<file path="src/verilog/cspk_pkg.sv">
// Constants shared by the current-sense peak and result register block.
package cspk_pkg;

   // Register offsets on the management bus.
   localparam logic [7:0] OFS_VSAMP_CFG  = 8'h50;
   localparam logic [7:0] OFS_CSAMP_CFG  = 8'h51;
   localparam logic [7:0] OFS_PEAK_CFG   = 8'h52;
   localparam logic [7:0] OFS_SHUNT_HI   = 8'h54;
   localparam logic [7:0] OFS_SHUNT_LO   = 8'h55;
   localparam logic [7:0] OFS_SUPPLY_HI  = 8'h58;
   localparam logic [7:0] OFS_SUPPLY_LO  = 8'h59;

   // Reset values.
   localparam logic [7:0] RST_PEAK_CFG   = 8'h00;
   localparam logic       RST_ROUTE      = 1'b1;
   localparam logic [1:0] RST_FULL_SCALE = 2'h3;
   localparam logic [7:0] RST_RESULT     = 8'h00;

   // Field positions.
   localparam int POS_ROUTE     = 7;
   localparam int POS_VSAMP_ONE = 6;
   localparam int POS_THR_LSB   = 4;

   // Timing: one microsecond tick derived from the 4 ns clock.
   localparam int CLK_PERIOD_NS  = 4;
   localparam int TICK_TIME_NS   = 1000;
   localparam int US_TICK_CYCLES = TICK_TIME_NS / CLK_PERIOD_NS;

   // Cycles counted after reset release before the strap load is armed.
   localparam logic [1:0] STRAP_SETTLE = 2'h3;

   // Minimum spike durations in microseconds, indexed by duration code.
   localparam logic [22:0] DUR_US [16] = '{
      23'd1000,    23'd5120,    23'd25600,   23'd51200,
      23'd76800,   23'd102400,  23'd128000,  23'd256000,
      23'd384000,  23'd512000,  23'd768000,  23'd1024000,
      23'd1536000, 23'd2048000, 23'd3072000, 23'd4096000
   };

   // Threshold steps: 10 mV base, 5 mV step; full scale is 10 mV shifted by range.
   localparam logic [14:0] THR_UNIT = 15'h0400;
   localparam logic [4:0]  THR_BASE = 5'h02;

   // Bus state machine.
   typedef enum logic [2:0] {
      BUS_IDLE,
      BUS_RX,
      BUS_ACK,
      BUS_TX,
      BUS_MACK
   } cspk_bus_t;

endpackage

</file>
<file path="src/verilog/cspk_top.sv">
// Peak detector configuration and shunt/supply result registers behind a management bus.

// Functional notes
// - Eight-bit read-write peak config register, reset zero, threshold high nibble, duration low.
// - Peak detector always uses the live config register fields, no hidden copy.
// - Straps load config after power-up; any host write replaces them until reset.
// - Host writes to peak config are accepted at any time, even mid-measurement.
// - Threshold code selects 10 mV plus 5 mV per step, up to 85 mV.
// - Duration codes 0-7 select 1, 5.12, 25.6, 51.2, 76.8, 102.4, 128, 256 ms.
// - Duration codes 8-15 select 384, 512, 768, 1024, 1536, 2048, 3072, 4096 ms.
// - Read-only 12-bit shunt result: top eight in high byte, four in low nibble-high.
// - Shunt result is two's complement; extremes equal programmed full scale, zero is zero.
// - Shunt result is stored raw as a fraction of full scale, no rescaling.
// - Shunt sign bit is zero for forward current, one for reverse current.
// - Read-only unsigned 11-bit supply result, low five bits of low byte read zero.
// - Supply code is plain weighted binary, 12 V down to 0.0117 V per bit.
// - Negative supply measurements are stored as an all-zero result.
// - Two-bit range selects 10, 20, 40 or 80 mV full scale, default 80 mV.
// - Route bit sends spikes to the critical pin when set, else limit pin.
module cspk_top #(
   parameter logic [6:0] SLAVE_ADDR  = 7'h4c,
   parameter int         TICK_CYCLES = cspk_pkg::US_TICK_CYCLES
) (
   // Clock, reset and freeze.
   input  wire logic        clk_i,
   input  wire logic        rstn_i,
   input  wire logic        ce_i,
   // Management bus pins, open drain data.
   input  wire logic        scl_i,
   input  wire logic        sda_i,
   output logic             sda_o,
   output logic             sda_oe_o,
   // Strap pins.
   input  wire logic [3:0]  threshold_strap_pin_i,
   input  wire logic [3:0]  duration_strap_pin_i,
   // Conversion results from the measurement logic.
   input  wire logic [11:0] shunt_voltage_i,
   input  wire logic        shunt_valid_i,
   input  wire logic [11:0] supply_voltage_i,
   input  wire logic        supply_valid_i,
   // Spike events and full-scale selection.
   output logic             critical_event_pin_o,
   output logic             limit_event_o,
   output logic [1:0]       shunt_full_scale_sel_o
);

   // Threshold in shunt codes: (2+k)*1024 shifted right by the range code.
   function automatic logic [14:0] thr_codes(input logic [3:0] k, input logic [1:0] s);
      logic [14:0] base;
      base = 15'({cspk_pkg::THR_BASE + {1'b0, k}}) * cspk_pkg::THR_UNIT;
      return base >> s;
   endfunction

   // Pin synchronisers, three stages; a change counts when stages two and three agree.
   logic [2:0] scl_sy_q;
   logic [2:0] sda_sy_q;
   logic [2:0] thr_sy_q [4];
   logic [2:0] dur_sy_q [4];
   logic       scl_f_q;
   logic       sda_f_q;
   logic [3:0] thr_strap_q;
   logic [3:0] dur_strap_q;

   always_ff @(posedge clk_i or negedge rstn_i)
   begin
      if (!rstn_i)
      begin
         scl_sy_q <= 3'h7;
         sda_sy_q <= 3'h7;
         scl_f_q  <= 1'b1;
         sda_f_q  <= 1'b1;
      end
      else if (ce_i)
      begin
         scl_sy_q <= {scl_sy_q[1:0], scl_i};
         sda_sy_q <= {sda_sy_q[1:0], sda_i};
         if (scl_sy_q[1] == scl_sy_q[2])
            scl_f_q <= scl_sy_q[2];
         if (sda_sy_q[1] == sda_sy_q[2])
            sda_f_q <= sda_sy_q[2];
      end
   end

   // Strap pins are slow levels; each bit gets its own filtered copy.
   for (genvar b = 0; b < 4; b++)
   begin : g_strap
      always_ff @(posedge clk_i or negedge rstn_i)
      begin
         if (!rstn_i)
         begin
            thr_sy_q[b]    <= 3'h0;
            dur_sy_q[b]    <= 3'h0;
            thr_strap_q[b] <= 1'b0;
            dur_strap_q[b] <= 1'b0;
         end
         else if (ce_i)
         begin
            thr_sy_q[b] <= {thr_sy_q[b][1:0], threshold_strap_pin_i[b]};
            dur_sy_q[b] <= {dur_sy_q[b][1:0], duration_strap_pin_i[b]};
            if (thr_sy_q[b][1] == thr_sy_q[b][2])
               thr_strap_q[b] <= thr_sy_q[b][2];
            if (dur_sy_q[b][1] == dur_sy_q[b][2])
               dur_strap_q[b] <= dur_sy_q[b][2];
         end
      end
   end

   // Bus edge and framing conditions on the filtered levels.
   logic scl_d1_q;
   logic sda_d1_q;
   wire  scl_rise = scl_f_q & ~scl_d1_q;
   wire  scl_fall = ~scl_f_q & scl_d1_q;
   wire  bus_start = scl_f_q & scl_d1_q & sda_d1_q & ~sda_f_q;
   wire  bus_stop  = scl_f_q & scl_d1_q & ~sda_d1_q & sda_f_q;

   // Register state.
   logic [7:0]  peak_cfg_q;
   logic        route_q;
   logic [1:0]  full_scale_q;
   logic [11:0] shunt_q;
   logic [10:0] supply_q;
   logic        host_wrote_q;
   logic        strap_done_q;
   logic [1:0]  settle_q;
   logic        strap_arm_q;

   // Bus engine state.
   cspk_pkg::cspk_bus_t st_q;
   logic [3:0]  bit_cnt_q;
   logic [1:0]  byte_idx_q;
   logic [7:0]  shreg_q;
   logic [7:0]  ptr_q;
   logic        rw_q;
   logic        mack_q;
   logic        sda_oe_q;

   // Config fields used live by the detector.
   wire [3:0] thr_code = peak_cfg_q[7:cspk_pkg::POS_THR_LSB];
   wire [3:0] dur_code = peak_cfg_q[cspk_pkg::POS_THR_LSB-1:0];

   // Read data decode; reserved and unmapped locations read zero.
   logic [7:0] rdata;
   always_comb
   begin
      unique case (ptr_q)
         cspk_pkg::OFS_VSAMP_CFG: rdata = {route_q, 1'b1, 6'h00};
         cspk_pkg::OFS_CSAMP_CFG: rdata = {6'h00, full_scale_q};
         cspk_pkg::OFS_PEAK_CFG:  rdata = peak_cfg_q;
         cspk_pkg::OFS_SHUNT_HI:  rdata = shunt_q[11:4];
         cspk_pkg::OFS_SHUNT_LO:  rdata = {shunt_q[3:0], 4'h0};
         cspk_pkg::OFS_SUPPLY_HI: rdata = supply_q[10:3];
         cspk_pkg::OFS_SUPPLY_LO: rdata = {supply_q[2:0], 5'h00};
         default:                 rdata = 8'h00;
      endcase
   end

   // A completed data byte in a write transfer lands in the register at the pointer.
   wire byte_done = (st_q == cspk_pkg::BUS_RX) & scl_fall & (bit_cnt_q == 4'h8);
   wire addr_hit  = shreg_q[7:1] == SLAVE_ADDR;
   wire wr_strobe = byte_done & (byte_idx_q == 2'h2) & ~rw_q;
   wire wr_peak   = wr_strobe & (ptr_q == cspk_pkg::OFS_PEAK_CFG);

   // Bus engine: start and stop override everything, so a broken frame always recovers.
   always_ff @(posedge clk_i or negedge rstn_i)
   begin
      if (!rstn_i)
      begin
         st_q       <= cspk_pkg::BUS_IDLE;
         scl_d1_q   <= 1'b1;
         sda_d1_q   <= 1'b1;
         bit_cnt_q  <= 4'h0;
         byte_idx_q <= 2'h0;
         shreg_q    <= 8'h00;
         ptr_q      <= 8'h00;
         rw_q       <= 1'b0;
         mack_q     <= 1'b0;
         sda_oe_q   <= 1'b0;
      end
      else if (ce_i)
      begin
         scl_d1_q <= scl_f_q;
         sda_d1_q <= sda_f_q;
         if (bus_start)
         begin
            st_q       <= cspk_pkg::BUS_RX;
            bit_cnt_q  <= 4'h0;
            byte_idx_q <= 2'h0;
            sda_oe_q   <= 1'b0;
         end
         else if (bus_stop)
         begin
            st_q     <= cspk_pkg::BUS_IDLE;
            sda_oe_q <= 1'b0;
         end
         else
         begin
            unique case (st_q)
               cspk_pkg::BUS_IDLE:
                  sda_oe_q <= 1'b0;
               cspk_pkg::BUS_RX:
               begin
                  if (scl_rise)
                  begin
                     shreg_q   <= {shreg_q[6:0], sda_f_q};
                     bit_cnt_q <= bit_cnt_q + 4'h1;
                  end
                  else if (byte_done)
                  begin
                     if (byte_idx_q == 2'h0 && !addr_hit)
                        st_q <= cspk_pkg::BUS_IDLE;
                     else
                     begin
                        if (byte_idx_q == 2'h0)
                           rw_q <= shreg_q[0];
                        if (byte_idx_q == 2'h1)
                           ptr_q <= shreg_q;
                        sda_oe_q <= 1'b1;
                        st_q     <= cspk_pkg::BUS_ACK;
                     end
                  end
               end
               cspk_pkg::BUS_ACK:
               begin
                  if (scl_fall)
                  begin
                     bit_cnt_q <= 4'h0;
                     if (byte_idx_q != 2'h2)
                        byte_idx_q <= byte_idx_q + 2'h1;
                     if (rw_q)
                     begin
                        shreg_q  <= rdata;
                        sda_oe_q <= ~rdata[7];
                        st_q     <= cspk_pkg::BUS_TX;
                     end
                     else
                     begin
                        sda_oe_q <= 1'b0;
                        st_q     <= cspk_pkg::BUS_RX;
                     end
                  end
               end
               cspk_pkg::BUS_TX:
               begin
                  if (scl_rise)
                     bit_cnt_q <= bit_cnt_q + 4'h1;
                  else if (scl_fall)
                  begin
                     if (bit_cnt_q == 4'h8)
                     begin
                        sda_oe_q <= 1'b0;
                        st_q     <= cspk_pkg::BUS_MACK;
                     end
                     else
                     begin
                        shreg_q  <= {shreg_q[6:0], 1'b0};
                        sda_oe_q <= ~shreg_q[6];
                     end
                  end
               end
               cspk_pkg::BUS_MACK:
               begin
                  if (scl_rise)
                     mack_q <= ~sda_f_q;
                  else if (scl_fall)
                  begin
                     bit_cnt_q <= 4'h0;
                     if (mack_q)
                     begin
                        shreg_q  <= rdata;
                        sda_oe_q <= ~rdata[7];
                        st_q     <= cspk_pkg::BUS_TX;
                     end
                     else
                        st_q <= cspk_pkg::BUS_IDLE;
                  end
               end
            endcase
         end
      end
   end

   // Configuration registers; strap load waits for settled straps after reset release.
   always_ff @(posedge clk_i or negedge rstn_i)
   begin
      if (!rstn_i)
      begin
         peak_cfg_q   <= cspk_pkg::RST_PEAK_CFG;
         route_q      <= cspk_pkg::RST_ROUTE;
         full_scale_q <= cspk_pkg::RST_FULL_SCALE;
         host_wrote_q <= 1'b0;
         strap_done_q <= 1'b0;
         settle_q     <= 2'h0;
         strap_arm_q  <= 1'b0;
      end
      else if (ce_i)
      begin
         if (settle_q != cspk_pkg::STRAP_SETTLE)
            settle_q <= settle_q + 2'h1;
         // One more cycle, so the filtered strap copy has taken the pin level.
         strap_arm_q <= (settle_q == cspk_pkg::STRAP_SETTLE);
         if (wr_peak)
         begin
            peak_cfg_q   <= shreg_q;
            host_wrote_q <= 1'b1;
         end
         else if (!strap_done_q && !host_wrote_q && strap_arm_q)
         begin
            peak_cfg_q   <= {thr_strap_q, dur_strap_q};
            strap_done_q <= 1'b1;
         end
         if (wr_strobe && ptr_q == cspk_pkg::OFS_VSAMP_CFG)
            route_q <= shreg_q[cspk_pkg::POS_ROUTE];
         if (wr_strobe && ptr_q == cspk_pkg::OFS_CSAMP_CFG)
            full_scale_q <= shreg_q[1:0];
      end
   end

   // Result capture: shunt kept raw, supply clamped at zero when the sign is set.
   always_ff @(posedge clk_i or negedge rstn_i)
   begin
      if (!rstn_i)
      begin
         shunt_q  <= {cspk_pkg::RST_RESULT, cspk_pkg::RST_RESULT[3:0]};
         supply_q <= {cspk_pkg::RST_RESULT, cspk_pkg::RST_RESULT[2:0]};
      end
      else if (ce_i)
      begin
         if (shunt_valid_i)
            shunt_q <= shunt_voltage_i;
         if (supply_valid_i)
            supply_q <= supply_voltage_i[11] ? 11'h000 : supply_voltage_i[10:0];
      end
   end

   // Peak detector: a microsecond tick drives a duration counter that resets
   // whenever the shunt dips to or below the threshold, so only continuous
   // excursions count. Thresholds beyond full scale can never be reached.
   wire [14:0] thr_now = thr_codes(thr_code, full_scale_q);
   wire        above   = ~shunt_q[11] & ({4'h0, shunt_q[10:0]} > thr_now);
   wire [22:0] dur_now = cspk_pkg::DUR_US[dur_code];

   logic [31:0] tick_cnt_q;
   logic [22:0] us_cnt_q;
   logic        spike_q;
   wire         tick = tick_cnt_q == 32'(TICK_CYCLES - 1);

   always_ff @(posedge clk_i or negedge rstn_i)
   begin
      if (!rstn_i)
      begin
         tick_cnt_q <= 32'h0;
         us_cnt_q   <= 23'h0;
         spike_q    <= 1'b0;
      end
      else if (ce_i)
      begin
         tick_cnt_q <= (tick || !above) ? 32'h0 : tick_cnt_q + 32'h1;
         if (!above)
         begin
            us_cnt_q <= 23'h0;
            spike_q  <= 1'b0;
         end
         else if (us_cnt_q >= dur_now)
            spike_q <= 1'b1;
         else if (tick)
            us_cnt_q <= us_cnt_q + 23'h1;
      end
   end

   // Output pins, all registered.
   logic crit_q;
   logic limit_q;
   logic sda_out_q;
   always_ff @(posedge clk_i or negedge rstn_i)
   begin
      if (!rstn_i)
      begin
         crit_q    <= 1'b0;
         limit_q   <= 1'b0;
         sda_out_q <= 1'b0;
      end
      else if (ce_i)
      begin
         crit_q    <= spike_q & route_q;
         limit_q   <= spike_q & ~route_q;
         sda_out_q <= 1'b0;
      end
   end

   assign sda_o                  = sda_out_q;
   assign sda_oe_o               = sda_oe_q;
   assign critical_event_pin_o   = crit_q;
   assign limit_event_o          = limit_q;
   assign shunt_full_scale_sel_o = full_scale_q;

endmodule
</file>
<file path="config.mk">
export PLATFORM = sky130hd
export DESIGN_NAME = cspk_top
export DESIGN_NICKNAME = d
export VERILOG_FILES = /design/src/verilog/cspk_pkg.sv /design/src/verilog/cspk_top.sv
export SDC_FILE = /design/constraint.sdc
export NUM_CORES = 1
export LEC_CHECK = 0
export ABC_AREA = 1
export BUFFER_PORTS_ARGS = -buffer_cell sky130_fd_sc_hd__buf_2
export CORE_ASPECT_RATIO = 0.7
export CORE_MARGIN = 2
export CORE_UTILIZATION = 55
export DETAILED_ROUTE_END_ITERATION = 8
export PLACE_DENSITY_LB_ADDON = 0.12
export REMOVE_ABC_BUFFERS = 1
export SETUP_SLACK_MARGIN = 0.02
export SLEW_MARGIN = 0
export SYNTH_ARGS = -nofsm -noshare
export SYNTH_HDL_FRONTEND = slang
export SYNTH_SLANG_ARGS = --single-unit
</file>
<file path="constraint.sdc">
create_clock -name clk_i -period 2.4 [get_ports clk_i]
set_clock_uncertainty 0.15 [all_clocks]
set_input_delay 0.48 -clock clk_i [delete_from_list [all_inputs] [get_ports clk_i]]
set_output_delay 0.48 -clock clk_i [all_outputs]
set_load 0.03 [all_outputs]
</file>
==> results.json <==
{
  "area_growth_syn_to_layout_pct": 19.9,
  "residual_drc_count": 0,
  "timing.reg2reg.setup_slack_ps": -480,
  "share_seq_of_total_power": 0.438,
  "place_inst": 1704,
  "crit-reg2reg-launch": "peak_cfg_q[6]",
  "grt.busiest_layer": "met1",
  "finalHoldWorstSlack_ps": 95.7,
  "final_cells": 1760,
  "max_slew_margin": 0.624,
  "cp.buffers_inverters": 3,
  "worst_setup_path_start_kind": "register",
  "grt_start_max_net_pins": 47,
  "ys.warnings.count": 0,
  "final_critical_path_setup_slack_ps": -482,
  "report.final.slew_viol_count": 0,
  "async_reset_ff_frac": 1.00,
  "critPathSlowestCell": "sky130_fd_sc_hd__dfrtp_1",
  "p_int_mw": 5.21,
  "synth_cell_types": 52,
  "power_switching_share": 0.337,
  "rsz0062_at_grt": "true",
  "final_core_util": 0.677,
  "port_buffers": 43,
  "worstPathArrival_ps": 3060,
  "setup_violations": 56,
  "htreeDepth": 4,
  "synth-edff-count": 0,
  "grt_antenna_before_repair": 0,
  "start_util": 0.565,
  "initialDrtViolationCount": 1084,
  "crit_required_ps": 2580,
  "timing.final.crit_share": 1.20,
  "total_switching_power_mw": 2.64,
  "peakVddDrop_uv": 506,
  "timing.final.crit_period_ps": 2880,
  "die_h_microns": 118,
  "post_synth_inst_count": 1404,
  "synth_area_sq_um": 10200,
  "grt.met2_usage": 0.386,
  "timing.setup.critical_path_class": "register to register",
  "clock_tree.buffer_depth": 2,
  "path_cells": "ha_1 > inv_1 > nand2_1 > nand2_2 > nor2_2 > a31oi_1 > ha_1 > nand3_2 > nand3_2 > nor2_2 > nor2_2 > nand3_4 > nor2_8 > nor2_8 > buf_6 > clkbuf_16 > nor2_1",
  "crit_startpoint": "peak_cfg_q[6]",
  "layout.cells.most_common": "sky130_fd_sc_hd__nand2_1",
  "cpPeakStageDelay_ps": 380,
  "gp_congestion": 0.891,
  "synthFlopType": "sky130_fd_sc_hd__dfrtp_1",
  "leading_cell_types_in_the_layout_fill_and_taps_excluded": "364 x sky130_fd_sc_hd__nand2_1, 190 x sky130_fd_sc_hd__nor2_1, 161 x sky130_fd_sc_hd__inv_1",
  "synth_area_per_cell_sq_um": 7.29,
  "finalPower_mw": 7.86,
  "top_level_ports": 45,
  "tns_ps": -23030,
  "drt_first_pass_iters": 5,
  "routed_wl_microns": 26400,
  "row_count": 41,
  "crit_top_cell": "sky130_fd_sc_hd__nor2_2",
  "grt.overflow.total": 0,
  "endpoint_kind": "register",
  "holdPathEnd": "thr_sy_q[0]",
  "cts.clk_slew.worst_paths_ps": 70,
  "final_nets": 1588,
  "timing.final.hold_violations": 0,
  "cpLargestDelayFamily": "simple AND/OR/NAND/NOR gates",
  "global_route_wire_length_before_repair_microns": 43100,
  "reg2regPathDepth": 17,
  "hold_path_startpoint": "threshold_strap_pin_i[3]",
  "max_freq_ghz": 0.347,
  "met1_usage": 0.420,
  "leakagePower_nw": 5.93,
  "pwr-share-clk": 0.336,
  "dp_hpwl_microns": 18100,
  "holdPathStages": 3,
  "comb_power_share": 0.225,
  "via_count_normalized_by_instance_count": 5.37,
  "drv.max_cap_violation_count": 0,
  "cts_root_buffer": "sky130_fd_sc_hd__clkbuf_16",
  "route.antenna.remaining_nets": 0,
  "synth-seq-area-share": 0.410,
  "postSynthRegisterBits": 167,
  "globalRouteMet3Util": 0.0420,
  "crit_path_max_fanout": 7,
  "dr_total_vias": 9456,
  "timing.rr.end": "tick_cnt_q[18]",
  "floorplan.core_area_sq_um": 18100,
  "diodes": 0,
  "floorplan.die_area_sq_um": 19700,
  "grt_util_all_layers": 0.268,
  "tritoncts": "done",
  "die_width_microns": 167,
  "insertion_delay_ps": 440,
  "route.detailed.wl_per_inst_microns": 15.0,
  "clock_sinks": 167,
  "tightestPinTransition_ps": 563,
  "post_route_cells_drive_above_1_share": 0.187,
  "violations_in_the_final_reports": "negative setup slack",
  "status": "finished with violations",
  "first_global_vias": 8571,
  "worst_hold_path_type": "primary input to register",
  "cts_buffers": 17,
  "power.density_nw_per_um2": 641
}
## metrics by stage
| stage | cell area [sq um] | worst slack, ps |
|---|---|---|
| CTS | 12000 | -323 |
| detailed placement | 11100 | -350 |
| global route | 12300 | -607 |
| global placement | 11100 | -280 |
| finish | 12300 | -482 |
| floorplan | 10000 | -455 |
## sequential cells by signal, indices dropped and copies added (netlist names), 2 cells and up
signal                  cells
bit_cnt_q                   4
supply_q                   11
us_cnt_q                   23
ptr_q                       8
byte_idx_q                  2
shunt_full_scale_sel_o      2
tick_cnt_q                 32
peak_cfg_q                  8
st_q                        3
thr_sy_q                   12
dur_sy_q                   12
sda_sy_q                    3
thr_strap_q                 4
scl_sy_q                    3
settle_q                    2
shunt_q                    12
shreg_q                     8
dur_strap_q                 4
## logic make-up after synthesis
family / count (synthesis) / synth area share
flip-flops: 167 / 0.410
XOR/XNOR: 29 / 0.0248
adder cells (fa/ha/maj): 38 / 0.0465
AO/OA/AOI/OAI: 169 / 0.0905
AND/OR/NAND/NOR: 778 / 0.332
buffers and inverters: 211 / 0.0837
other: 1 / 0.000367
multiplexers: 11 / 0.0121
## worst reg2reg max path, stage by stage, from the launching register on
cell                        delay, ps
sky130_fd_sc_hd__dfrtp_1          380
sky130_fd_sc_hd__ha_1             310
sky130_fd_sc_hd__inv_1             70
sky130_fd_sc_hd__nand2_1           60
sky130_fd_sc_hd__nand2_2           80
sky130_fd_sc_hd__nor2_2            40
sky130_fd_sc_hd__a31oi_1          180
sky130_fd_sc_hd__ha_1             300
sky130_fd_sc_hd__nand3_2           80
sky130_fd_sc_hd__nand3_2           70
sky130_fd_sc_hd__nor2_2           120
sky130_fd_sc_hd__nor2_2            50
sky130_fd_sc_hd__nand3_4          150
sky130_fd_sc_hd__nor2_8            70
sky130_fd_sc_hd__nor2_8           260
sky130_fd_sc_hd__buf_6            190
sky130_fd_sc_hd__clkbuf_16        150
sky130_fd_sc_hd__nor2_1            50
## cell type report
class                      count  area [sq um]
multi-input combinational   1028          5510
clock buffer                  21           470
tap                          236           295
fill                        1540          5850
inverter                     174           657
timing repair buffer         123          1050
sequential                   167          4200
clock inverter                11          87.6
## worst max-delay path by stage
| stage | endpoint | slack (ps) | cells past startpoint |
|---|---|---|---|
| final | tick_cnt_q[18] | -480 | 17 |
| after global routing | us_cnt_q[7] | -610 | 18 |
| after CTS | us_cnt_q[8] | -320 | 18 |
| after detailed placement | us_cnt_q[7] | -350 | 15 |
| after global placement | us_cnt_q[7] | -280 | 15 |
| after floorplan | us_cnt_q[0] | -460 | 13 |
## power by group through the flow
stage / combinational (mW) / clock (mW) / sequential (mW)
floorplan: 1.23 / 0 / 3.41
global placement: 1.67 / 0 / 3.48
detailed placement: 1.70 / 0 / 3.48
CTS: 1.74 / 2.67 / 3.43
global route: 2.00 / 2.79 / 3.49
finish: 1.77 / 2.64 / 3.44
## synth_stat cells, types with 5 or more instances
master	instances	area (sq um)
sky130_fd_sc_hd__nand2_1	389	1460
sky130_fd_sc_hd__nor2_1	196	736
sky130_fd_sc_hd__inv_1	166	623
sky130_fd_sc_hd__dfrtp_1	154	3850
sky130_fd_sc_hd__nand3_1	101	505
sky130_fd_sc_hd__o21ai_0	101	505
sky130_fd_sc_hd__ha_1	38	475
sky130_fd_sc_hd__nor3_1	32	160
sky130_fd_sc_hd__xor2_1	24	210
sky130_fd_sc_hd__a21oi_1	23	115
sky130_fd_sc_hd__nand4_1	22	138
sky130_fd_sc_hd__o21ai_1	18	90.1
sky130_fd_sc_hd__clkbuf_1	16	60.1
sky130_fd_sc_hd__dfstp_2	13	342
sky130_fd_sc_hd__mux2_2	11	124
sky130_fd_sc_hd__buf_2	8	40.0
sky130_fd_sc_hd__inv_2	7	26.3
sky130_fd_sc_hd__o31ai_1	7	52.6
sky130_fd_sc_hd__o211ai_1	6	45.0
sky130_fd_sc_hd__buf_6	5	56.3
sky130_fd_sc_hd__xnor2_1	5	43.8
## what timing repair did
item,CTS,global route
setup buffers,10,6
pin swaps,5,19
setup endpoints to repair,56,56
hold buffers,1,0
gates resized for setup,55,46
endpoints found under the hold margin,38,0
gates cloned,4,3
## metal layers
layer / routed length [microns] / part of all wire
met1: 13400 / 0.51
met5: 0 / 0
met4: 388 / 0.015
met3: 1640 / 0.062
met2: 11000 / 0.42
Power figures use the tool's default switching activity.
